[src/rtl/ovr_regs.svh]
/*
 Holds the register map, field positions, reset values and fixed widths of the
 over-range detector. Assumes it is included by bare name from rtl/.
*/
// How it works
// - Every raw 12-bit sample's magnitude, upper 8 bits, meets two thresholds.
// - Offset binary read as two's complement; 11-bit magnitude, most negative saturates.
// - Flag is 1 when any magnitude in the window reaches its threshold.
// - High flag rides as LSB of each in-phase word over 15 sample bits.
// - Low flag rides as LSB of each quadrature word over 15 sample bits.
// - Window length is two to the power of the 3-bit exponent setting.
`ifndef OVR_REGS_SVH
`define OVR_REGS_SVH

// ==========================================================
// Register offsets (byte addresses)
`define OFS_CTRL      12'h000
`define OFS_STATUS    12'h004
`define OFS_INT_CLR   12'h008
`define OFS_INT_EN    12'h00C
`define OFS_FLAGS     12'h010

// ==========================================================
// Control fields
`define HI_THR_MSB    7
`define HI_THR_LSB    0
`define LO_THR_MSB    15
`define LO_THR_LSB    8
`define WEXP_MSB      18
`define WEXP_LSB      16
`define CTRL_RST      32'h0000_40E4
`define CTRL_MASK     32'h0007_FFFF

// ==========================================================
// Interrupt bits and misc constants
`define INT_W         2
`define INT_HI        0
`define INT_LO        1
`define INT_RST       2'h0
`define EXP_MAX       3'h7
`define MAG_FULL      11'h7FF
`define MAG_ZERO      11'h000
`define CNT_ONE       7'h01
`define WIN_MASK      7'h7F

`endif
[src/rtl/ovr_pkg.sv]
/*
 Types shared by the over-range detector: sample carriers and threshold type.
 Assumes nothing of its surroundings.
*/
package ovr_pkg;
    typedef logic [7:0] thr_t;

    // Complex 15-bit samples from the down converter
    typedef struct packed {
        logic [14:0] i;
        logic [14:0] q;
    } iq_s;

    // Complex output words with embedded flags
    typedef struct packed {
        logic [15:0] i_word;
        logic [15:0] q_word;
    } iq_word_s;
endpackage

[src/rtl/adc_over_range_detector.sv]
/*
 Over-range detector: magnitude of raw converter samples checked against two
 thresholds over a window, flags embedded in complex output words, APB
 register slave with sticky interrupt status.
 Assumes raw samples and complex samples are synchronous to clk, one per
 valid cycle, and an APB master in the same clock domain.
*/
`timescale 1ns/10ps
`include "ovr_regs.svh"

module adc_over_range_detector (
    input  wire logic             clk,
    input  wire logic             reset,
    input  wire logic             raw_valid,
    input  wire logic [11:0]      raw_sample,
    input  wire logic             iq_valid,
    input  wire ovr_pkg::iq_s     iq_in,
    output logic                  out_valid,
    output ovr_pkg::iq_word_s     iq_out,
    input  wire logic             psel,
    input  wire logic             penable,
    input  wire logic             pwrite,
    input  wire logic [11:0]      paddr,
    input  wire logic [31:0]      pwdata,
    output logic [31:0]           prdata,
    output logic                  pready,
    output logic                  pslverr,
    output logic                  irq
);
    import ovr_pkg::*;

    // ==========================================================
    // Declarations
    logic [31:0]        ctrl;
    logic [31:0]        next_ctrl;
    logic [`INT_W-1:0]  status;
    logic [`INT_W-1:0]  next_status;
    logic [`INT_W-1:0]  int_en;
    logic [`INT_W-1:0]  next_int_en;
    logic               next_irq;
    logic [31:0]        next_prdata;
    logic               next_pready;
    logic               next_pslverr;
    logic [6:0]         count;
    logic [6:0]         next_count;
    logic               hi_acc;
    logic               next_hi_acc;
    logic               lo_acc;
    logic               next_lo_acc;
    logic               hi_flag;
    logic               next_hi_flag;
    logic               lo_flag;
    logic               next_lo_flag;
    logic               next_out_valid;
    iq_word_s           next_iq_out;
    thr_t               high_threshold;
    thr_t               low_threshold;
    logic [2:0]         window_exponent;
    logic [6:0]         win_last;
    logic [11:0]        tc;
    logic [10:0]        neg_mag;
    logic [10:0]        mag;
    logic               hit_hi;
    logic               hit_lo;
    logic               win_end;
    logic               wr_take;
    logic               rd_req;
    logic               mapped;
    logic [`INT_W-1:0]  events;
    logic [`INT_W-1:0]  clr;

    // ==========================================================
    // Control fields
    assign high_threshold  = ctrl[`HI_THR_MSB:`HI_THR_LSB];
    assign low_threshold   = ctrl[`LO_THR_MSB:`LO_THR_LSB];
    assign window_exponent = ctrl[`WEXP_MSB:`WEXP_LSB];

    // ==========================================================
    // Magnitude and threshold compare
    always_comb begin
        tc      = {~raw_sample[11], raw_sample[10:0]};
        neg_mag = ~tc[10:0] + `CNT_ONE;
        if (!tc[11]) begin
            mag = tc[10:0];
        end else if (tc[10:0] == `MAG_ZERO) begin
            mag = `MAG_FULL;
        end else begin
            mag = neg_mag[10:0];
        end
        hit_hi = mag[10:3] >= high_threshold;
        hit_lo = mag[10:3] >= low_threshold;
    end

    // ==========================================================
    // Window length: last index is two to the exponent minus one
    assign win_last = `WIN_MASK >> (`EXP_MAX - window_exponent);
    assign win_end  = raw_valid && (count >= win_last);

    // Window accumulation and flag capture
    always_comb begin
        next_count   = count;
        next_hi_acc  = hi_acc;
        next_lo_acc  = lo_acc;
        next_hi_flag = hi_flag;
        next_lo_flag = lo_flag;
        if (win_end) begin
            next_hi_flag = hi_acc | hit_hi;
            next_lo_flag = lo_acc | hit_lo;
            next_hi_acc  = 1'b0;
            next_lo_acc  = 1'b0;
            next_count   = 7'h00;
        end else if (raw_valid) begin
            next_hi_acc  = hi_acc | hit_hi;
            next_lo_acc  = lo_acc | hit_lo;
            next_count   = count + `CNT_ONE;
        end
    end

    always_ff @(posedge clk or posedge reset) begin
        if (reset) begin
            count   <= 7'h00;
            hi_acc  <= 1'b0;
            lo_acc  <= 1'b0;
            hi_flag <= 1'b0;
            lo_flag <= 1'b0;
        end else begin
            count   <= next_count;
            hi_acc  <= next_hi_acc;
            lo_acc  <= next_lo_acc;
            hi_flag <= next_hi_flag;
            lo_flag <= next_lo_flag;
        end
    end

    // ==========================================================
    // Output words with embedded flags
    always_comb begin
        next_out_valid = iq_valid;
        next_iq_out    = iq_out;
        if (iq_valid) begin
            next_iq_out.i_word = {iq_in.i, hi_flag};
            next_iq_out.q_word = {iq_in.q, lo_flag};
        end
    end

    always_ff @(posedge clk or posedge reset) begin
        if (reset) begin
            out_valid <= 1'b0;
            iq_out    <= '0;
        end else begin
            out_valid <= next_out_valid;
            iq_out    <= next_iq_out;
        end
    end

    // ==========================================================
    // APB slave: one wait state, then answer
    assign rd_req  = psel && penable && !pready;
    assign wr_take = psel && penable && pready && pwrite;
    assign mapped  = (paddr == `OFS_CTRL) || (paddr == `OFS_STATUS) ||
                     (paddr == `OFS_INT_CLR) || (paddr == `OFS_INT_EN) ||
                     (paddr == `OFS_FLAGS);

    // Window events, set beats clear
    assign events = {win_end && next_lo_flag, win_end && next_hi_flag};
    assign clr    = (wr_take && paddr == `OFS_INT_CLR) ? pwdata[`INT_W-1:0] : `INT_RST;

    always_comb begin
        next_pready  = rd_req;
        next_pslverr = rd_req && !mapped;
        next_prdata  = 32'h0000_0000;
        next_ctrl    = ctrl;
        next_int_en  = int_en;
        next_status  = (status & ~clr) | events;
        next_irq     = |(next_status & next_int_en);
        if (rd_req && !pwrite) begin
            unique case (paddr)
                `OFS_CTRL:   next_prdata = ctrl;
                `OFS_STATUS: next_prdata = {30'h0000_0000, status};
                `OFS_INT_EN: next_prdata = {30'h0000_0000, int_en};
                `OFS_FLAGS:  next_prdata = {30'h0000_0000, lo_flag, hi_flag};
                default:     next_prdata = 32'h0000_0000;
            endcase
        end
        if (wr_take && paddr == `OFS_CTRL) begin
            next_ctrl = pwdata & `CTRL_MASK;
        end
        if (wr_take && paddr == `OFS_INT_EN) begin
            next_int_en = pwdata[`INT_W-1:0];
        end
        next_irq = |(next_status & next_int_en);
    end

    always_ff @(posedge clk or posedge reset) begin
        if (reset) begin
            ctrl    <= `CTRL_RST;
            int_en  <= `INT_RST;
            status  <= `INT_RST;
            irq     <= 1'b0;
            prdata  <= 32'h0000_0000;
            pready  <= 1'b0;
            pslverr <= 1'b0;
        end else begin
            ctrl    <= next_ctrl;
            int_en  <= next_int_en;
            status  <= next_status;
            irq     <= next_irq;
            prdata  <= next_prdata;
            pready  <= next_pready;
            pslverr <= next_pslverr;
        end
    end
endmodule

[config.mk]
export PLATFORM = sky130hd
export DESIGN_NAME = adc_over_range_detector
export DESIGN_NICKNAME = d
export VERILOG_FILES = /design/src/rtl/ovr_pkg.sv /design/src/rtl/adc_over_range_detector.sv
export VERILOG_INCLUDE_DIRS = /design/src /design/src/rtl
export SDC_FILE = /design/constraint.sdc
export NUM_CORES = 1
export LEC_CHECK = 0
export ABC_AREA = 0
export BUFFER_PORTS_ARGS = -buffer_cell sky130_fd_sc_hd__buf_2
export CAP_MARGIN = 5
export CORE_ASPECT_RATIO = 1.75
export CORE_MARGIN = 8
export CORE_UTILIZATION = 35
export DETAILED_ROUTE_END_ITERATION = 10
export SKIP_CTS_REPAIR_TIMING = 1
export SLEW_MARGIN = 25
export SYNTH_ARGS = -nofsm -noshare
export SYNTH_HDL_FRONTEND = slang
export SYNTH_SLANG_ARGS = --single-unit
[constraint.sdc]
create_clock -name clk -period 2.55 [get_ports clk]
set_clock_uncertainty 0.05 [all_clocks]
set_input_delay 0.1275 -clock clk [delete_from_list [all_inputs] [get_ports clk]]
set_output_delay 0.1275 -clock clk [all_outputs]
set_load 0.02 [all_outputs]
==> results.md, run 1 <==
* Max-cap violation count at 0
* RSZ-0062 raised after global routing: true
* Average wire per standard cell at 15.2 microns
* Hold path depth at 2
* Leakage power at 2.99 nW
* Min cycle time layout at 2530 ps
* Worst Min Path Start: pwdata[1]
* Status: finished, final reports clean
* Area share of fa/ha/maj cells after synthesis at 6.97%
* Largest stage delay, worst path at 550 ps
* Final hold slack at 50.6 ps
* Vias in the first global route at 3,309
* Max Slew Vio Count at 0
* Mux cell area share after synthesis at 16.4%
* Clock-pin slew on the worst setup and hold paths at 60 ps
* Complex-gate fraction of the synthesized area at 5.60%
* Largest net degree at the start of global routing at 42
* Final Wtd Congestion at 0.802
* Pre-antenna DRT Iters at 4
* Fraction of the yosys area taken by sequential cells at 51.8%
* Total power at 0.00344 W
* WP buf/inv at 1
* RR Startpoint: ctrl[16]$_DFFE_PP0P_
* Fmax at 395 MHz
* Port-buffer cells at 134
* Main combinational cell family by area after synthesis: multiplexers
* H-tree Lvls at 3
* Synth unique cells at 45
* Rows at 53
* WL met2 at 5.97 mm
* Iteration-0 DRC Markers at 108
* Max layer used: met4
* Hold worst-path end: ctrl[1]$_DFFE_PP0P_
* Syn_area_per_cell at 12.1 sq um
* Final period util at 99.4%
* DP HPWL at 8.43 mm
* Total track usage at 13.0%
* Reg2Reg Depth at 7
* Wl on met1 at 4.09 mm
* P&R area growth vs syn at 41.9%
* Routed wire length at 11.0 mm
* Die width at 99.9 microns
* I/O pin count at 161
* Crit-path slowest cell: or4_4
* Maximum clock path buffer count at 2
* Peak supply drop at 304 uV
* First-pass GRT wire length at 16.4 mm
* Clock sink count at 89
* Commonest non-fill, non-tap cell in the layout: buf_2
* Xor and xnor area share after synthesis at 2.24%
* Setup tns final at 0 ps
* DRC Markers at 0
* Fin area at 6120 sq um
* Placed cell areas at 5220 sq um
* Crit-path cells: buf_2, or4_4, nor4_4, nand3_2, or4_4, nand2_2, ha_1, a211oi_2, o21a_1, o21ai_2, a32oi_2, o22ai_1
* Max_slew headroom at 52.9%
* CTS root buf: clkbuf_16
* Synthesized cell area at 4310 sq um
* DR vias at 3,309
* Die area at 16,300 sq um
* Crit path top cell by count: or4_4
* CTS Buf Count at 9
* Met3 routed WL at 654 microns
* Final net count at 667
* CTS tree: done
* CP top delay family: simple AND/OR/NAND/NOR gates
* Final Hold Fails at 0
* Worst R2R Setup Slack at 240 ps
* Initial antenna violation count at 0
* Post-synthesis simple-gate area fraction at 10.6%
* Critical path class: input port to flip-flop
* Final cell count without fillers at 720
* Crit path DAT at 2690 ps
* Crit Path Max Fanout at 5
* CORE AREA at 12,000 sq um
* Yosys warning total at 0
* Final Setup Violations at 0
* Post-synth EDFFs at 0
* CP Launch Type: input port
* FFs w/ async S/R, synth at 100%
* Least-Margin Pin Slew at 707 ps
* Initial core utilization at 35.9%
* Setup crit end kind: flip-flop
* Grt ovf at 0
* Worst skew pair latency at 340 ps
* ANT nets after route at 0
* Die height at 163 microns
* Synth Register Bits at 89
* Worst reg2reg endpoint: hi_flag$_DFF_PP0_
* Pwr Density at 563 nW/um^2
* CP Data Required Time at 2710 ps
* Vias per std cell at 4.60
* Dpl cells at 656
* Synth Flop Type: dfrtp_1
* # diodes at 0
* Hold crit path type: input port to flip-flop
* Syn Inst Count at 356
* Commonest cells after routing, fill and taps aside: buf_2, dfrtp_1, dlygate4sd3_1
* Layout cell share with drive strength beyond 1 at 45.2%
registers in the layout, indices dropped and copies added, names as in the netlist, 2 cells and up:
signal,flops
ctrl,19
iq_out,32
status,2
int_en,2
prdata,19
count,7
worst reg2reg max path: cells and delay by family (launching register included):
kind | cells | cell delay (ps)
AOI/OAI and AO/OA | 2 | 390
adders and majority gates | 1 | 270
DFF | 1 | 430
and+or+nand+nor | 3 | 690
muxes | 1 | 360
layout make-up:
cell class              instances  area [sq um]
flip-flops and latches         89          2230
fillers                      1088          5890
clock inverters                 6          92.6
multi-input cells             226          1990
clock buffers                  10           229
well taps                     165           206
repair buffers                197          1260
inverters                      27           103
cells in the mapped netlist, types with 5 or more instances:
cell	number	area [sq um]
dfrtp_1	84	2100
dfstp_2	5	131
mux2_2	44	495
and2_1	20	125
ha_1	24	300
buf_4	13	97.6
mux2i_1	6	60.1
inv_1	27	101
xnor2_1	7	61.3
clkbuf_1	8	30.0
mux2_4	10	150
o21ai_0	9	45.0
nor2_1	19	71.3
nand2_1	11	41.3
a211oi_1	6	45.0
per-layer routing:
metal / track usage, % / vias up
li1: - / 1592
met1: 13.0 / 1599
met2: 23.6 / 102
met3: 3.55 / 16
met4: 6.65 / 0
met5: 0 / -
report_power, final:
| group | total [W] | internal [W] | switching, W |
|---|---|---|---|
| Sequential | 0.00151 | 0.00148 | 0.0000339 |
| Combinational | 0.000531 | 0.000250 | 0.000281 |
| Clock | 0.00140 | 0.000862 | 0.000538 |
logic make-up after synthesis:
family,Yosys count
AOI/OAI and AO/OA,36
other,1
and+or+nand+nor,82
muxes,60
xor gates and xnor gates,11
buffers and inverters,53
adders and majority gates,24
DFF,89
per-stage QoR:
step           utilization (%)  setup slack (ps)
2_1_floorplan                -              -353
3_3_place_gp              43.5              -614
3_5_place_dp              43.5              -682
4_1_cts                   46.2              -321
5_1_grt                   51.0             -64.3
6_report                  51.0              15.2
worst max-delay path by stage:
stage / depth (start not counted) / end / from
final: 12 / irq$_DFF_PP0_ / raw_sample[0]
after global placement: 12 / irq$_DFF_PP0_ / raw_sample[0]
after floorplan: 12 / irq$_DFF_PP0_ / raw_sample[0]
after detailed placement: 12 / irq$_DFF_PP0_ / raw_sample[0]
after global routing: 12 / irq$_DFF_PP0_ / raw_sample[0]
after CTS: 12 / irq$_DFF_PP0_ / raw_sample[0]
No activity file was read; power rests on OpenSTA's default activity.
==> inputs of run 2 (changes only) <==
--- a/config.mk
+++ b/config.mk
@@ -13,6 +13,7 @@
 export CORE_MARGIN = 8
 export CORE_UTILIZATION = 35
 export DETAILED_ROUTE_END_ITERATION = 10
+export RECOVER_POWER = 25
 export SKIP_CTS_REPAIR_TIMING = 1
 export SLEW_MARGIN = 25
 export SYNTH_ARGS = -nofsm -noshare
==> run 2 against run 1 <==
  * The run now ends with max-capacitance violations, max-slew violations left
  * Worst hold slack about the same
  * Flip-flop and latch count unchanged
  * Power about the same
  * Sequential power about the same
  * Non-clock buffer count unchanged
  * Critical path type unchanged
  * Highest routed layer unchanged
==> results.md, run 2 (same netlist as run 1, synthesis figures left out) <==
* Status: finished, violations left
* Failing checks: max-capacitance violations, max-slew violations
* Final Wtd Congestion at 0.802
* Fmax at 394 MHz
* ANT nets after route at 0
* Die width at 99.9 microns
* Top Registers: iq_out x32, ctrl x19, prdata x19
* Peak supply drop at 303 uV
* Die area at 16,300 sq um
* Hold path depth at 2
* Maximum clock path buffer count at 2
* Routed wire length at 11.0 mm
* Commonest cells after routing, fill and taps aside: buf_2, dfrtp_1, dlygate4sd3_1
* Multi-input logic area at 1990 sq um
* P&R area growth vs syn at 41.9%
* Hold crit path type: input port to flip-flop
* CTS root buf: clkbuf_16
* Fill cells at 1,089
* Pwr Density at 563 nW/um^2
* Final cell count without fillers at 720
* Final period util at 99.4%
* Commonest non-fill, non-tap cell in the layout: buf_2
* Dpl cells at 656
* Crit Path Max Fanout at 5
* Max-cap violation count at 2
* Die height at 163 microns
* Clock-pin slew on the worst setup and hold paths at 60 ps
* Crit path top cell by count: or4_4
* Max Slew Vio Count at 76
* Largest Register: iq_out
* Port-buffer cells at 134
* Worst reg2reg endpoint: hi_flag$_DFF_PP0_
* Final net count at 667
* RR Startpoint: ctrl[16]$_DFFE_PP0P_
* Critical path class: input port to flip-flop
* Reg2Reg Depth at 7
* Worst skew pair latency at 340 ps
* Largest stage delay, worst path at 550 ps
* CORE AREA at 12,000 sq um
* Vias in the first global route at 3,309
* WP buf/inv at 1
* Layout cell share with drive strength beyond 1 at 45.0%
* # diodes at 0
* RSZ-0062 raised after global routing: true
* H-tree Lvls at 3
* Vias per std cell at 4.60
* Initial core utilization at 35.9%
* Grt ovf at 0
* Min cycle time layout at 2540 ps
* Setup tns final at 0 ps
* Rows at 53
* DR vias at 3,310
* Max reg flops at 32
* CP Data Required Time at 2700 ps
* Leakage power at 2.98 nW
* Crit-path slowest cell: or4_4
* Hold worst-path end: ctrl[1]$_DFFE_PP0P_
* Setup crit end kind: flip-flop
* DRC Markers at 0
* Crit-path cells: buf_2, or4_4, nor4_4, nand3_2, or4_4, nand2_2, ha_1, a211oi_2, o21a_1, o21ai_2, a32oi_2, o22ai_1
* CP Launch Type: input port
* CTS Buf Count at 9
* Total track usage at 13.0%
* Worst R2R Setup Slack at 240 ps
* Clock sink count at 89
* Least-Margin Pin Slew at 1770 ps
* DP HPWL at 8.43 mm
* Average wire per standard cell at 15.2 microns
* Initial antenna violation count at 0
* Final Setup Violations at 0
* Register area at 2230 sq um
* Pre-antenna DRT Iters at 4
* Post-layout util at 51.0%
* Final Hold Fails at 0
* Total power at 0.00345 W
* CP top delay family: simple AND/OR/NAND/NOR gates
* Crit path DAT at 2690 ps
* Worst Min Path Start: pwdata[1]
* I/O pin count at 161
* Max_slew headroom at -19.0%
* Largest net degree at the start of global routing at 42
* Iteration-0 DRC Markers at 135
* First-pass GRT wire length at 16.4 mm
* CTS tree: done
==> run 2: cell count changes in the layout (fill, tap and decap cells not counted), sizes merged <==
cell      previous run  this run
clkinvlp             2         3
clkbuf              10        11
buf                149       148
clkinv               3         2
==> run 2: per-stage QoR <==
stage,hold WS (ps),worst slack (ps),cell area (sq um)
after global placement,203,-614,5220
after global routing,35.6,-64.3,6120
final,51.0,14.9,6120
after floorplan,109,-353,4390
after detailed placement,212,-682,5220
after CTS,-156,-321,5540
==> run 2: power breakdown <==
group	switching [W]	internal [W]	total (W)
sequential	0.0000342	0.00148	0.00151
combinational	0.000281	0.000251	0.000531
clock	0.000540	0.000862	0.00140
total	0.000855	0.00259	0.00345
==> run 2: cell type report <==
class                      instances  area share [%]
clock buffer                      10            3.74
clock inverter                     6            1.51
inverter                          27            1.68
multi-input combinational        226            32.5
sequential                        89            36.5
tap                              165            3.38
timing repair buffer             197            20.6
==> run 2: worst max path at each step <==
stage,startpoint,end,slack (ps),depth (start not counted)
after global placement,raw_sample[0],irq$_DFF_PP0_,-610,12
final,raw_sample[0],irq$_DFF_PP0_,10,12
after global routing,raw_sample[0],irq$_DFF_PP0_,-60,12
after CTS,raw_sample[0],irq$_DFF_PP0_,-320,12
after floorplan,raw_sample[0],irq$_DFF_PP0_,-350,12
after detailed placement,raw_sample[0],irq$_DFF_PP0_,-680,12
==> run 2: routing by layer <==
layer	GRT usage [%]	up-vias	routed length, microns
met1	13.0	1597	4070
met3	3.55	18	648
li1	-	1591	-
met5	0	-	0
met2	23.6	104	5970
met4	6.65	0	289
==> run 2: worst register-to-register path: stages (launching register included) <==
cell,delay [ps]
dfrtp_1,430
or3_1,320
ha_1,270
nand2b_1,90
a211oi_1,60
o31ai_1,330
and2_1,280
mux2_2,360
==> inputs of run 3 (changes only) <==
--- a/config.mk
+++ b/config.mk
@@ -13,6 +13,7 @@
 export CORE_MARGIN = 8
 export CORE_UTILIZATION = 35
 export DETAILED_ROUTE_END_ITERATION = 10
+export PLACE_DENSITY_LB_ADDON = 0.12
 export RECOVER_POWER = 25
 export SKIP_CTS_REPAIR_TIMING = 1
 export SLEW_MARGIN = 25
==> constraint.sdc (replaced) <==
create_clock -name clk -period 2.55 [get_ports clk]
set_clock_uncertainty 0.05 [all_clocks]
set_input_delay 0.1275 -clock clk [delete_from_list [all_inputs] [get_ports clk]]
set_output_delay 0.1275 -clock clk [all_outputs]
set_load 0.1 [all_outputs]
==> run 3 against run 2 <==
  * The flow finishes with violations (max-capacitance violations, max-slew violations, negative setup slack)
  * Non-clock buffer count rose by 2
  * Global-route usage barely moved
  * Sequential power barely moved
  * Register-to-register slack barely moved
  * Via count barely moved
  * First-iteration DRC count fell by 41%
  * Combinational power rose by 84%
  * Routed wire length barely moved
  * Critical endpoint unchanged
  * Largest power group unchanged
==> results.md, run 3 (same netlist as run 1, synthesis figures left out) <==
* Initial antenna violation count at 0
* Register area at 2230 sq um
* Critical Path Source: raw_sample[0]
* Vias per std cell at 4.58
* I/O pin count at 161
* Pwr Density at 616 nW/um^2
* Max_slew headroom at -12.3%
* Setup tns final at -70.2 ps
* Die area at 16,300 sq um
* Final period util at 103%
* RR Startpoint: ctrl[16]$_DFFE_PP0P_
* Commonest cells after routing, fill and taps aside: buf_2, dfrtp_1, dlygate4sd3_1
* CTS Buf Count at 9
* Min cycle time layout at 2620 ps
* Dpl cells at 657
* Placed cell areas at 5240 sq um
* Commonest non-fill, non-tap cell in the layout: buf_2
* Critical path class: input port to flip-flop
* Crit-path slowest cell: or4_4
* # diodes at 0
* Final Setup Violations at 1
* Setup crit end kind: flip-flop
* Worst skew pair latency at 340 ps
* Worst Min Path Start: pwdata[1]
* Max Slew Vio Count at 76
* CP top delay family: simple AND/OR/NAND/NOR gates
* Crit-path cells: buf_6, or4_4, nor4_4, nand3_2, or4_4, and3_4, ha_4, nor3b_2, o21a_1, o21ai_2, a32oi_1, o22ai_1
* P&R area growth vs syn at 43.4%
* DP HPWL at 8.30 mm
* Fmax at 382 MHz
* CP Data Required Time at 2710 ps
* Largest stage delay, worst path at 560 ps
* Fin area at 6180 sq um
* Layout cell share with drive strength beyond 1 at 45.8%
* Average wire per standard cell at 15.2 microns
* Top Registers: iq_out x32, ctrl x19, prdata x19
* Final Wtd Congestion at 0.796
* Leakage power at 3.01 nW
* Maximum clock path buffer count at 2
* Fill cells at 1,093
* Routed wire length at 11.0 mm
* Grt ovf at 0
* CORE AREA at 12,000 sq um
* Iteration-0 DRC Markers at 79
* Peak supply drop at 326 uV
* Die height at 163 microns
* CP Launch Type: input port
* PnR worst setup slack at -70.2 ps
* DRC Markers at 0
* Hold crit path type: input port to flip-flop
* WP buf/inv at 1
* First-pass GRT wire length at 16.7 mm
* Crit path top cell by count: or4_4
* Max-cap violation count at 2
* DR vias at 3,309
* Die width at 99.9 microns
* Final Hold Fails at 0
* Vias in the first global route at 3,371
* Final net count at 669
* ANT nets after route at 0
* Largest net degree at the start of global routing at 49
* Crit Path Max Fanout at 5
* Rows at 53
* RSZ-0062 raised after global routing: true
* Initial core utilization at 35.9%
* Least-Margin Pin Slew at 1680 ps
* Clock sink count at 89
* Failing checks: max-capacitance violations, max-slew violations, negative setup slack
* Pre-antenna DRT Iters at 4
* Port-buffer cells at 134
* Largest Register: iq_out
* CTS tree: done
* H-tree Lvls at 3
* Multi-input logic area at 2040 sq um
* Crit path DAT at 2780 ps
* Total track usage at 13.0%
* Status: finished, violations left
* CTS root buf: clkbuf_16
* Final cell count without fillers at 722
* Max reg flops at 32
* Clock-pin slew on the worst setup and hold paths at 60 ps
-- run 3: per-layer routing --
| layer | part of all wire (%) | up-vias | global-route usage, % | wire length, microns |
|---|---|---|---|---|
| met5 | 0 | - | 0 | 0 |
| met4 | 1.8 | 0 | 5.61 | 193 |
| met3 | 5.7 | 14 | 3.13 | 621 |
| met2 | 56 | 95 | 24.2 | 6110 |
| met1 | 37 | 1604 | 13.2 | 4060 |
| li1 | - | 1596 | - | - |
-- run 3: where the power goes --
| group | switching (W) | internal, W |
|---|---|---|
| Clock | 0.000554 | 0.000769 |
| Combinational | 0.000712 | 0.000264 |
| Sequential | 0.0000335 | 0.00148 |
| Total | 0.00130 | 0.00251 |
-- run 3: cell type report --
| class | count | area share (%) |
|---|---|---|
| Timing Repair Buffer | 199 | 21.0 |
| Tap cell | 165 | 3.34 |
| Multi-Input combinational cell | 226 | 33.0 |
| Inverter | 27 | 1.64 |
| Clock inverter | 7 | 1.25 |
| Clock buffer | 9 | 3.64 |
| Sequential cell | 89 | 36.1 |
-- run 3: path summary, 6_finish.rpt --
kind / to / slack [ps] / cells after the start
worst max-delay path: irq$_DFF_PP0_ / -70 / 12
worst min-delay path: ctrl[1]$_DFFE_PP0P_ / 9 / 2
worst max register to register: lo_flag$_DFF_PP0_ / 250 / 7
worst min register to register: prdata[9]$_DFF_PP0_ / 450 / 1
max in group asynchronous: ctrl[5]$_DFFE_PP1P_ / 650 / 4
min in group asynchronous: iq_out[11]$_DFFE_PP0P_ / 780 / 3
-- run 3: stage by stage --
| stage | power [W] | utilization [%] | hold slack, ps | setup slack, ps |
|---|---|---|---|---|
| after floorplan | 0.00224 | - | 109 | -353 |
| after global placement | 0.00241 | 43.7 | 224 | -571 |
| after detailed placement | 0.00242 | 43.7 | 230 | -641 |
| after CTS | 0.00379 | 46.2 | -139 | -285 |
| after global routing | 0.00398 | 51.5 | 7.12 | -158 |
| final | 0.00381 | 51.5 | 8.54 | -70.2 |
-- run 3: worst register-to-register path, delay by kind of cell (launching register included) --
kind	cells	cell delay, ps
simple gates	3	750
flops	1	430
fa+ha+maj	1	280
compound gates	2	360
mux	1	320
